===== config.mk =====
export PLATFORM = sky130hd
export DESIGN_NAME = ump_serial_port
export DESIGN_NICKNAME = d
export VERILOG_FILES = /design/src/ump_pkg.sv /design/src/ump_baud_timer.sv /design/src/ump_serial_port.sv
export SDC_FILE = /design/constraint.sdc
export NUM_CORES = 1
export LEC_CHECK = 0
export BUFFER_PORTS_ARGS = -buffer_cell sky130_fd_sc_hd__buf_2
export CAP_MARGIN = 5
export CORE_UTILIZATION = 40
export DETAILED_ROUTE_END_ITERATION = 10
export PLACE_DENSITY = 0.55
export SYNTH_ARGS = -nofsm -noshare
export SYNTH_HDL_FRONTEND = slang
export SYNTH_SLANG_ARGS = --single-unit

===== constraint.sdc =====
create_clock -name clk -period 6.1 [get_ports clk]
set_input_delay 1.22 -clock clk [delete_from_list [all_inputs] [get_ports clk]]
set_output_delay 1.22 -clock clk [all_outputs]
set_load 0.02 [all_outputs]

===== src/ump_pkg.sv =====
package ump_pkg;
	localparam logic [7:0] UMP_ADDR_CTRL = 8'h98;
	localparam logic [7:0] UMP_ADDR_BUF = 8'h99;
	localparam logic [7:0] UMP_CTRL_RESET = 8'h40;
	localparam int UMP_BIT_MODE = 7;
	localparam int UMP_BIT_ONE = 6;
	localparam int UMP_BIT_MCE = 5;
	localparam int UMP_BIT_REN = 4;
	localparam int UMP_BIT_TB8 = 3;
	localparam int UMP_BIT_RB8 = 2;
	localparam int UMP_BIT_TI = 1;
	localparam int UMP_BIT_RI = 0;
	localparam logic [3:0] UMP_DATA_BITS = 4'h8;
	localparam logic [3:0] UMP_LAST_BIT = 4'h7;
	localparam logic [7:0] UMP_TIMER_TOP = 8'hff;
	localparam logic UMP_LINE_IDLE = 1'b1;
	localparam logic UMP_START_LEVEL = 1'b0;

	typedef struct packed {
		logic frameModeSelect;
		logic multiprocFilterEnable;
		logic receiverEnable;
		logic txNinthBit;
		logic rxNinthBit;
		logic txDoneFlag;
		logic rxDoneFlag;
	} ump_ctrl_t;

	typedef struct packed {
		logic [7:0] addr;
		logic [7:0] wrData;
		logic wrEn;
		logic rdEn;
	} ump_sfr_t;

	typedef enum logic [4:0] {
		UMP_S_IDLE = 5'h01,
		UMP_S_START = 5'h02,
		UMP_S_DATA = 5'h04,
		UMP_S_NINTH = 5'h08,
		UMP_S_STOP = 5'h10
	} ump_state_t;
endpackage


===== src/ump_baud_timer.sv =====
`timescale 1ns/1ps
module ump_baud_timer
	import ump_pkg::*;
(
	input wire logic clk,
	input wire logic arst_n,
	input wire logic ce,
	input wire logic timerTick,
	input wire logic [7:0] reloadByte,
	input wire logic forceReload,
	output logic overflow,
	output logic bitTick
);
	logic [7:0] count_ff;
	logic [7:0] nxt_count;
	logic half_ff;
	logic nxt_half;

	assign overflow = timerTick && (count_ff == UMP_TIMER_TOP) && !forceReload;
	// Two overflows make one bit time
	assign bitTick = overflow && half_ff;

	always_comb begin
		nxt_count = count_ff;
		nxt_half = half_ff;
		if (forceReload) begin
			nxt_count = reloadByte;
			nxt_half = 1'b0;
		end else if (overflow) begin
			nxt_count = reloadByte;
			nxt_half = !half_ff;
		end else if (timerTick) begin
			nxt_count = count_ff + 8'h01;
		end
	end

	always_ff @(posedge clk or negedge arst_n) begin
		if (!arst_n) begin
			count_ff <= 8'h00;
			half_ff <= 1'b0;
		end else if (ce) begin
			count_ff <= nxt_count;
			half_ff <= nxt_half;
		end
	end
endmodule // ump_baud_timer


===== src/ump_serial_port.sv =====
`timescale 1ns/1ps
module ump_serial_port
	import ump_pkg::*;
(
	input wire logic clk,
	input wire logic arst_n,
	input wire logic ce,
	input wire ump_sfr_t sfrReq,
	output logic [7:0] sfrRdData,
	input wire logic timerTick,
	input wire logic [7:0] baudTimerReloadByte,
	input wire logic serialRxPin,
	output logic serialTxPin,
	output logic irqRequest
);
	ump_ctrl_t ctrl_ff, nxt_ctrl;
	ump_state_t txState_ff, nxt_txState;
	ump_state_t rxState_ff, nxt_rxState;
	logic [7:0] txShift_ff, nxt_txShift;
	logic [3:0] txCount_ff, nxt_txCount;
	logic txPin_ff, nxt_txPin;
	logic [7:0] rxShift_ff, nxt_rxShift;
	logic [3:0] rxCount_ff, nxt_rxCount;
	logic rxNinth_ff, nxt_rxNinth;
	logic [7:0] rxLatch_ff, nxt_rxLatch;
	logic rxPrev_ff;
	logic [7:0] rdData_ff, nxt_rdData;
	logic wrCtrl, wrBuf, rdCtrl, rdBuf;
	logic txTick, rxOvf, rxBitTick, startEdge, rxSample;
	logic txDoneSet, rxAccept, rxFilterPass, rxStoreBit;
	logic [7:0] ctrlView;

	assign wrCtrl = sfrReq.wrEn && (sfrReq.addr == UMP_ADDR_CTRL);
	assign wrBuf = sfrReq.wrEn && (sfrReq.addr == UMP_ADDR_BUF);
	assign rdCtrl = sfrReq.rdEn && (sfrReq.addr == UMP_ADDR_CTRL);
	assign rdBuf = sfrReq.rdEn && (sfrReq.addr == UMP_ADDR_BUF);

	// Stand-in for the user-invisible copy of the baud timer
	ump_baud_timer txTimer (
		.clk(clk),
		.arst_n(arst_n),
		.ce(ce),
		.timerTick(timerTick),
		.reloadByte(baudTimerReloadByte),
		.forceReload(1'b0),
		.overflow(),
		.bitTick(txTick)
	);

	ump_baud_timer rxTimer (
		.clk(clk),
		.arst_n(arst_n),
		.ce(ce),
		.timerTick(timerTick),
		.reloadByte(baudTimerReloadByte),
		.forceReload(startEdge),
		.overflow(rxOvf),
		.bitTick(rxBitTick)
	);

	// Reload on the edge puts the first overflow mid start bit
	assign startEdge = (rxState_ff == UMP_S_IDLE) && ctrl_ff.receiverEnable
		&& (rxPrev_ff == UMP_LINE_IDLE)
		&& (serialRxPin == UMP_START_LEVEL);
	assign rxSample = rxOvf && !rxBitTick;

	always_comb begin
		ctrlView = '0;
		ctrlView[UMP_BIT_MODE] = ctrl_ff.frameModeSelect;
		ctrlView[UMP_BIT_ONE] = 1'b1;
		ctrlView[UMP_BIT_MCE] = ctrl_ff.multiprocFilterEnable;
		ctrlView[UMP_BIT_REN] = ctrl_ff.receiverEnable;
		ctrlView[UMP_BIT_TB8] = ctrl_ff.txNinthBit;
		ctrlView[UMP_BIT_RB8] = ctrl_ff.rxNinthBit;
		ctrlView[UMP_BIT_TI] = ctrl_ff.txDoneFlag;
		ctrlView[UMP_BIT_RI] = ctrl_ff.rxDoneFlag;
	end

	// Transmitter
	always_comb begin
		nxt_txState = txState_ff;
		nxt_txShift = txShift_ff;
		nxt_txCount = txCount_ff;
		nxt_txPin = txPin_ff;
		txDoneSet = 1'b0;
		if (wrBuf) begin
			nxt_txShift = sfrReq.wrData;
			nxt_txState = UMP_S_START;
			nxt_txCount = '0;
		end else if (txTick) begin
			case (txState_ff)
				UMP_S_IDLE: begin
					nxt_txPin = UMP_LINE_IDLE;
				end
				UMP_S_START: begin
					nxt_txPin = UMP_START_LEVEL;
					nxt_txState = UMP_S_DATA;
				end
				UMP_S_DATA: begin
					nxt_txPin = txShift_ff[0];
					nxt_txShift = {1'b0, txShift_ff[7:1]};
					nxt_txCount = txCount_ff + 4'h1;
					if (txCount_ff == UMP_LAST_BIT) begin
						nxt_txState = ctrl_ff.frameModeSelect ? UMP_S_NINTH
							: UMP_S_STOP;
					end
				end
				UMP_S_NINTH: begin
					nxt_txPin = ctrl_ff.txNinthBit;
					nxt_txState = UMP_S_STOP;
				end
				UMP_S_STOP: begin
					nxt_txPin = UMP_LINE_IDLE;
					txDoneSet = 1'b1;
					nxt_txState = UMP_S_IDLE;
				end
				default: begin
					nxt_txState = UMP_S_IDLE;
				end
			endcase
		end
	end

	// Receiver
	always_comb begin
		nxt_rxState = rxState_ff;
		nxt_rxShift = rxShift_ff;
		nxt_rxCount = rxCount_ff;
		nxt_rxNinth = rxNinth_ff;
		nxt_rxLatch = rxLatch_ff;
		rxAccept = 1'b0;
		rxFilterPass = 1'b1;
		rxStoreBit = rxNinth_ff;
		if (ctrl_ff.frameModeSelect) begin
			// Stop level plays no part in 9-bit mode
			rxFilterPass = !ctrl_ff.multiprocFilterEnable
				|| rxNinth_ff;
		end else begin
			rxStoreBit = serialRxPin;
			rxFilterPass = !ctrl_ff.multiprocFilterEnable
				|| serialRxPin;
		end
		if (startEdge) begin
			nxt_rxState = UMP_S_START;
			nxt_rxCount = '0;
		end else if (rxSample) begin
			case (rxState_ff)
				UMP_S_IDLE: begin
					nxt_rxState = UMP_S_IDLE;
				end
				UMP_S_START: begin
					// A glitch shorter than half a bit is dropped
					nxt_rxState = (serialRxPin == UMP_START_LEVEL)
						? UMP_S_DATA : UMP_S_IDLE;
				end
				UMP_S_DATA: begin
					nxt_rxShift = {serialRxPin, rxShift_ff[7:1]};
					nxt_rxCount = rxCount_ff + 4'h1;
					if (rxCount_ff == UMP_LAST_BIT) begin
						nxt_rxState = ctrl_ff.frameModeSelect ? UMP_S_NINTH
							: UMP_S_STOP;
					end
				end
				UMP_S_NINTH: begin
					nxt_rxNinth = serialRxPin;
					nxt_rxState = UMP_S_STOP;
				end
				UMP_S_STOP: begin
					nxt_rxState = UMP_S_IDLE;
					// Overrun keeps the earlier byte
					if (!ctrl_ff.rxDoneFlag && rxFilterPass) begin
						rxAccept = 1'b1;
						nxt_rxLatch = rxShift_ff;
					end
				end
				default: begin
					nxt_rxState = UMP_S_IDLE;
				end
			endcase
		end
	end

	// Control register; hardware set wins over a software clear
	always_comb begin
		nxt_ctrl = ctrl_ff;
		nxt_rdData = rdData_ff;
		if (wrCtrl) begin
			nxt_ctrl.frameModeSelect = sfrReq.wrData[UMP_BIT_MODE];
			nxt_ctrl.multiprocFilterEnable = sfrReq.wrData[UMP_BIT_MCE];
			nxt_ctrl.receiverEnable = sfrReq.wrData[UMP_BIT_REN];
			nxt_ctrl.txNinthBit = sfrReq.wrData[UMP_BIT_TB8];
			nxt_ctrl.rxNinthBit = sfrReq.wrData[UMP_BIT_RB8];
			nxt_ctrl.txDoneFlag = sfrReq.wrData[UMP_BIT_TI];
			nxt_ctrl.rxDoneFlag = sfrReq.wrData[UMP_BIT_RI];
		end
		if (txDoneSet) begin
			nxt_ctrl.txDoneFlag = 1'b1;
		end
		if (rxAccept) begin
			nxt_ctrl.rxDoneFlag = 1'b1;
			nxt_ctrl.rxNinthBit = rxStoreBit;
		end
		if (rdCtrl) begin
			nxt_rdData = ctrlView;
		end else if (rdBuf) begin
			nxt_rdData = rxLatch_ff;
		end else if (sfrReq.rdEn) begin
			nxt_rdData = 8'h00;
		end
	end

	always_ff @(posedge clk or negedge arst_n) begin
		if (!arst_n) begin
			// Bit 6 has no flop behind it, so skip it in the reset word
			ctrl_ff <= ump_ctrl_t'({UMP_CTRL_RESET[UMP_BIT_MODE],
				UMP_CTRL_RESET[UMP_BIT_MCE:UMP_BIT_RI]});
			txState_ff <= UMP_S_IDLE;
			rxState_ff <= UMP_S_IDLE;
			txShift_ff <= 8'h00;
			txCount_ff <= 4'h0;
			txPin_ff <= UMP_LINE_IDLE;
			rxShift_ff <= 8'h00;
			rxCount_ff <= 4'h0;
			rxNinth_ff <= 1'b0;
			rxLatch_ff <= 8'h00;
			rxPrev_ff <= UMP_LINE_IDLE;
			rdData_ff <= 8'h00;
		end else if (ce) begin
			ctrl_ff <= nxt_ctrl;
			txState_ff <= nxt_txState;
			rxState_ff <= nxt_rxState;
			txShift_ff <= nxt_txShift;
			txCount_ff <= nxt_txCount;
			txPin_ff <= nxt_txPin;
			rxShift_ff <= nxt_rxShift;
			rxCount_ff <= nxt_rxCount;
			rxNinth_ff <= nxt_rxNinth;
			rxLatch_ff <= nxt_rxLatch;
			rxPrev_ff <= serialRxPin;
			rdData_ff <= nxt_rdData;
		end
	end

	assign serialTxPin = txPin_ff;
	assign sfrRdData = rdData_ff;
	assign irqRequest = ctrl_ff.txDoneFlag || ctrl_ff.rxDoneFlag;
endmodule // ump_serial_port

# --- Yosys cells after proc, flatten, opt, wreduce, memory -nomap -nowiden ---
# Cells that the tools add are included.
word_totals:
  wordCells: 142
  ff_bits: 78
  input_bits: 31
  output_inout_bits: 10
classes:
  addsub: 4
  muxes: 43
  eq_ne: 19
  bitwise: 3
  reduce_logical: 51
op_table:
  columns: ["cell", "count"]
  rows:
  - ["2-to-1 mux 8 bit", 11]
  - ["2-to-1 mux 5 bit", 7]
  - ["== test 8 bit, second input constant", 4]
  - ["2-to-1 mux 4 bit", 6]
  - ["one-hot mux 5 bit (4 select lines)", 1]
  - ["adder 8 x 1 -> 8 bit, second input constant", 2]
  - ["AND reduction 2 bit", 8]
  - ["AND reduction 4 bit", 4]
  - ["nonzero test 2 bit", 8]
  - ["one-hot mux 5 bit (3 select lines)", 1]
  - ["logical AND 1 bit", 14]
  - ["2-to-1 mux 1 bit", 14]
  - ["== test 5 x 1 -> 1 bit, second input constant", 2]
  - ["== test 5 x 2 -> 1 bit, second input constant", 2]
  - ["== test 5 x 3 -> 1 bit, second input constant", 2]
  - ["== test 5 x 4 -> 1 bit, second input constant", 2]
  - ["== test 5 bit, second input constant", 2]
  - ["AND reduction 3 bit", 3]
  - ["adder 4 x 1 -> 4 bit, second input constant", 2]
  - ["== test 4 x 3 -> 1 bit, second input constant", 2]
  - ["zero test 1 bit", 6]
  - ["2-to-1 mux 3 bit", 2]
  - ["nonzero test 3 bit", 2]
  - ["AND reduction 5 bit", 1]
  - ["other kinds (8)", 12]

# --- Depth between registers and ports, before layout ---
logic_depth:
  ltp_word: 13
  ltp_mapped: 8
  ltp_nobuf: 6

# --- By module ---
# Synthesis repeated with hierarchy kept, for this count alone.
hier_totals:
  cells_unflattened: 401
  area_unflattened_um2: 4155.2
by_module_without_submodules:
  columns: ["module", "seq_area_each_um2", "cells_each", "instances", "area_per_inst_um2"]
  rows:
  - ["ump_serial_port", 1506.4, 267, 1, 2941.6]
  - ["ump_baud_timer", 225.2, 67, 2, 606.8]

# --- Least setup slack after synthesis ---
# No wires, ideal clock.
synth_path:
  path_kind: "input to register"
  startpoint: "input port sfrReq[15] (netlist name)"
  endpoint: "register ctrl_ff (netlist bit ctrlView[1])"
  n_path_buf: 1
  arrival_ps: 2647
  setup_slack_ps: 3333
  t_required_ps: 5980
  setup_time_ps: 120
  path_stages: 6
  path_cell_list: "nor4bb_1 -> and3_1 -> and4_1 -> buf_2 -> mux2_2 -> a41o_1"
synth_between:
  elab_chain_cells: 5
  elab_cells_between_ends: 8
  classes_between: "2 x eq/ne; 2 x mux; 4 x reduce/logical"
synth_rtl:
  columns: ["item", "line", "source"]
  rows:
  - ["start: declaration", "ump_serial_port.sv:8", "input wire ump_sfr_t sfrReq,"]
  - ["== test 8 bit", "ump_serial_port.sv:34", "assign wrBuf = sfrReq.wrEn && (sfrReq.addr == UMP_ADDR_BUF);"]
  - ["logical AND 1 bit", "ump_serial_port.sv:34", null]
  - ["2-to-1 mux 1 bit", "ump_serial_port.sv:86", "if (wrBuf) begin"]
  - ["nonzero test 2 bit (no line)", null, null]
  - ["AND reduction 2 bit (no line)", null, null]
  - ["end signal: assignment", "ump_serial_port.sv:215", "ctrl_ff <= ump_ctrl_t'({UMP_CTRL_RESET[UMP_BIT_MODE],"]
  - ["end signal: assignment", "ump_serial_port.sv:229", "ctrl_ff <= nxt_ctrl;"]
  - ["end: declaration", "ump_serial_port.sv:16", "ump_ctrl_t ctrl_ff, nxt_ctrl;"]
# Parallel ways exist; a longest one is shown, timed or not.
# A chain may end at the register's enable or synchronous reset.

# --- Worst setup path after layout ---
layout_path:
  startpoint: "input port timerTick"
  endpoint: "register txPin_ff, in the netlist serialTxPin"
layout_between:
  elab_chain_cells: 3
layout_rtl:
  columns: ["item", "line", "source"]
  rows:
  - ["start: declaration", "ump_serial_port.sv:10", "input wire logic timerTick,"]
  - ["logical AND 1 bit", "ump_baud_timer.sv:19", "assign overflow = timerTick && (count_ff == UMP_TIMER_TOP) && !forceReload;"]
  - ["logical AND 1 bit", "ump_baud_timer.sv:21", "assign bitTick = overflow && half_ff;"]
  - ["AND reduction 4 bit (no line)", null, null]
  - ["end signal: assignment", "ump_serial_port.sv:234", "txPin_ff <= nxt_txPin;"]
  - ["end: declaration", "ump_serial_port.sv:21", "logic txPin_ff, nxt_txPin;"]
# No other way between the ends.

==> impl_metrics.yaml <==
sta:
  fin_hold_ws_ns: 0.4839
  rsz0062_at_grt: "no"
  relSlewSlack: 0.3329
  clock.fmax_mhz: 349.1
  worstMarginPinSlew_ns: 1.001
  slew_violations: 0
  final-hold-violation-count: 0
  finalSetupViolCount: 0
  clock_skew_ns: 0.006041
  layout_min_cycle_time_ns: 2.865
  timing.final.crit_share: 0.4696
  tns_ns: 0
global_route:
  grt_overflow_total: 0
  grt_max_degree: 79
  grt_pass1_vias: 3124
  antenna_found_initial: 0
  grt_pass1_wl_mm: 15.55
  grtUsageTotal: 0.1784
power_and_ir_drop:
  ir_worst_vdd_mv: 0.1250
  p_leak_nw: 2.259
  p_per_area_nw_per_um2: 258.6
synth:
  syn_area_per_cell_um2: 9.572
  yosys_warnings: 0
  synth.area.top_cells: "dfrtp_1, nand2_1, mux2_2, o21ai_0, mux2i_1"
  synth_top_area_frac: 0.4427
  ys_ff_latch: 78
  netlist_area_um2: 4183
  synthesis.nets: 472
  ys_async_sr_fraction: 1.000
  synth.distinct_cells: 68
  synthCells: 437
  synth_top_area_cell: "dfrtp_1"
  yosysMostFrequentCell: "nand2_1"
  synth_edf_count: 0
  ys.flop_type: "dfrtp_1"
  synthTopCellsByCount: "nand2_1, dfrtp_1, o21ai_0, mux2_2, nand3_1"
  seq_area_frac_synth: 0.4678
die:
  dieHeight_um: 104.3
  ios: 41
  coreArea_um2: 9955
  start_util: 0.4202
  row_count: 36
  dieArea_um2: 10870
  fp.dieW_um: 104.3
final_layout:
  diodes: 0
  syn_to_final_growth_pct: 11.49
  drive_gt1_frac: 0.2246
  final.fill_count: 979
  regArea_um2: 1957
  layout.nets: 502
  fin_cells: 605
  multi_input_area_um2: 2056
cts:
  ctsHtreeMaxLevel: 3
  cts_buffers: 9
  cts_tree: "done"
  cts_num_sinks: 78
  post_cts_buffers: 0
  cts-root-buf: "clkbuf_8"
  path_clk_slew_ns: 0.09
  clk_path_buf_depth: 2
  cts.repair.resized: 0
  cts-hold-fix-buffers: 0
  clk_latency_ns: 0.36
worst_setup_path:
  cpMaxStageDelayCell: "nor3_2"
  crit_cells: 6
  worstPathArrival_ns: 3.15
  crit_start: "timerTick"
  reg2reg_to: "serialTxPin"
  r2r_slack_ns: 3.56
  worst-path-max-fanout: 16
  worstPathBufferInverterCount: 1
  crit_required_ns: 6.39
  start_kind: "input port"
  worstReg2RegStart: "txTimer.count_ff[0]"
  path_cells: "buf_2, nand3_1, nor3_2, nand2_1, a211oi_1, mux2_2"
  cpPeakStageDelay_ns: 0.75
  worstRegToRegCells: 6
  cp-end-kind: "flip-flop"
  critPathKind: "input port to flip-flop"
  crit_family: "simple AND/OR/NAND/NOR gates"
  crit_end: "serialTxPin"
place:
  place_congestion: 0.7831
  portBuffers: 40
  hpwl_mm: 6.515
  place_inst: 589
detailed_routing:
  drcViolationCount: 0
  ant_nets: 0
  num_vias: 3341
  drt-vias-per-instance: 5.522
  drtIter0Drc: 141
  wl_per_cell_um: 15.24
  firstDrtPassIters: 4
  drt_wl_total_mm: 9.222
worst_hold_path:
  hp-class: "flip-flop to flip-flop"
flow_run:
  drv_cap: 0
status:
  status: "finished clean"
==> registers in the layout, indices dropped and copies added (netlist names) <==
signal and flops:
txTimer.half_ff 1, txShift_ff 8, txCount_ff 4, txState_ff 5, rxState_ff 5, txTimer.count_ff 8, rxShift_ff 8, serialTxPin 1
rxNinth_ff 1, rxPrev_ff 1, rxCount_ff 4, sfrRdData 8, rxLatch_ff 8, rxTimer.count_ff 8, ctrlView 7, rxTimer.half_ff 1
==> placed cells by master, fill, tap and decap left out, drive strengths merged, types with 3 or more instances in the layout <==
cell type  count
buf           40
mux2          29
a21oi         14
clkbuf         9
nand4          7
a21o           5
a22oi          3
o31ai          3
o211ai         4
mux2i         13
and4           6
inv           17
dfrtp         74
and2           5
nor2b          6
nor4           7
nor3           8
and3           6
nand2         91
ha             4
a32o           3
dfstp          4
nor2          18
nand3         23
o21ai         36
or3            3
==> metal layers <==
layer,vias to the layer above,GRT usage,part of all wire
met4,0,0.05510,0.013
met2,79,0.2729,0.46
met1,1622,0.2525,0.49
met5,-,0,0
met3,11,0.03697,0.041
li1,1629,-,-
==> where the power goes <==
part	leakage [nW]	switching (W)	total (W)	internal (W)
Clock	0.112	0.000212	0.000449	0.000237
Combinational	1.12	0.0000769	0.000138	0.0000615
Sequential	1.02	0.0000565	0.000618	0.000562
==> worst register-to-register path, stage by stage (launching register included) <==
cell and delay [ns]:
dfrtp_1 0.39, ha_1 0.20, nand3_1 0.12, nor3_2 0.83, nand2_1 0.26, a211oi_1 0.31, mux2_2 0.37
==> worst min-delay path by stage <==
stage / startpoint / endpoint / depth (start not counted)
after floorplan: rxShift_ff[0] / rxShift_ff[0] / 2
after detailed placement: sfrRdData[1] / sfrRdData[1] / 2
final: rxShift_ff[0] / rxShift_ff[0] / 2
after global placement: sfrRdData[1] / sfrRdData[1] / 2
after CTS: sfrRdData[1] / sfrRdData[1] / 2
after global routing: rxShift_ff[0] / rxShift_ff[0] / 2
==> kinds of logic after synthesis <==
family	count (synthesis)	synth area share
flip-flops	78	0.4678
adder cells (fa/ha/maj)	4	0.01197
buffers and inverters	35	0.04068
multiplexers	42	0.1101
AO/OA/AOI/OAI	85	0.1286
AND/OR/NAND/NOR	191	0.2366
XOR/XNOR	2	0.004189
==> through the flow <==
stage	util	total power, W	worst slack [ns]	area, um^2
floorplan	-	0.0007177	3.333	4183
global placement	0.4455	0.0007638	2.911	4434
detailed placement	0.4455	0.0007666	2.912	4434
CTS	0.4685	0.001220	3.291	4663
global route	0.4685	0.001269	3.132	4663
finish	0.4685	0.001206	3.235	4663
==> cell type report <==
type | count | share of cell area
repair buffers | 40 | 0.04347
flip-flops and latches | 78 | 0.4196
well taps | 133 | 0.03569
inverters | 14 | 0.01127
clock inverters | 7 | 0.02254
multi-input cells | 324 | 0.4408
clock buffers | 9 | 0.02656
(Power assumes the default switching activity.)
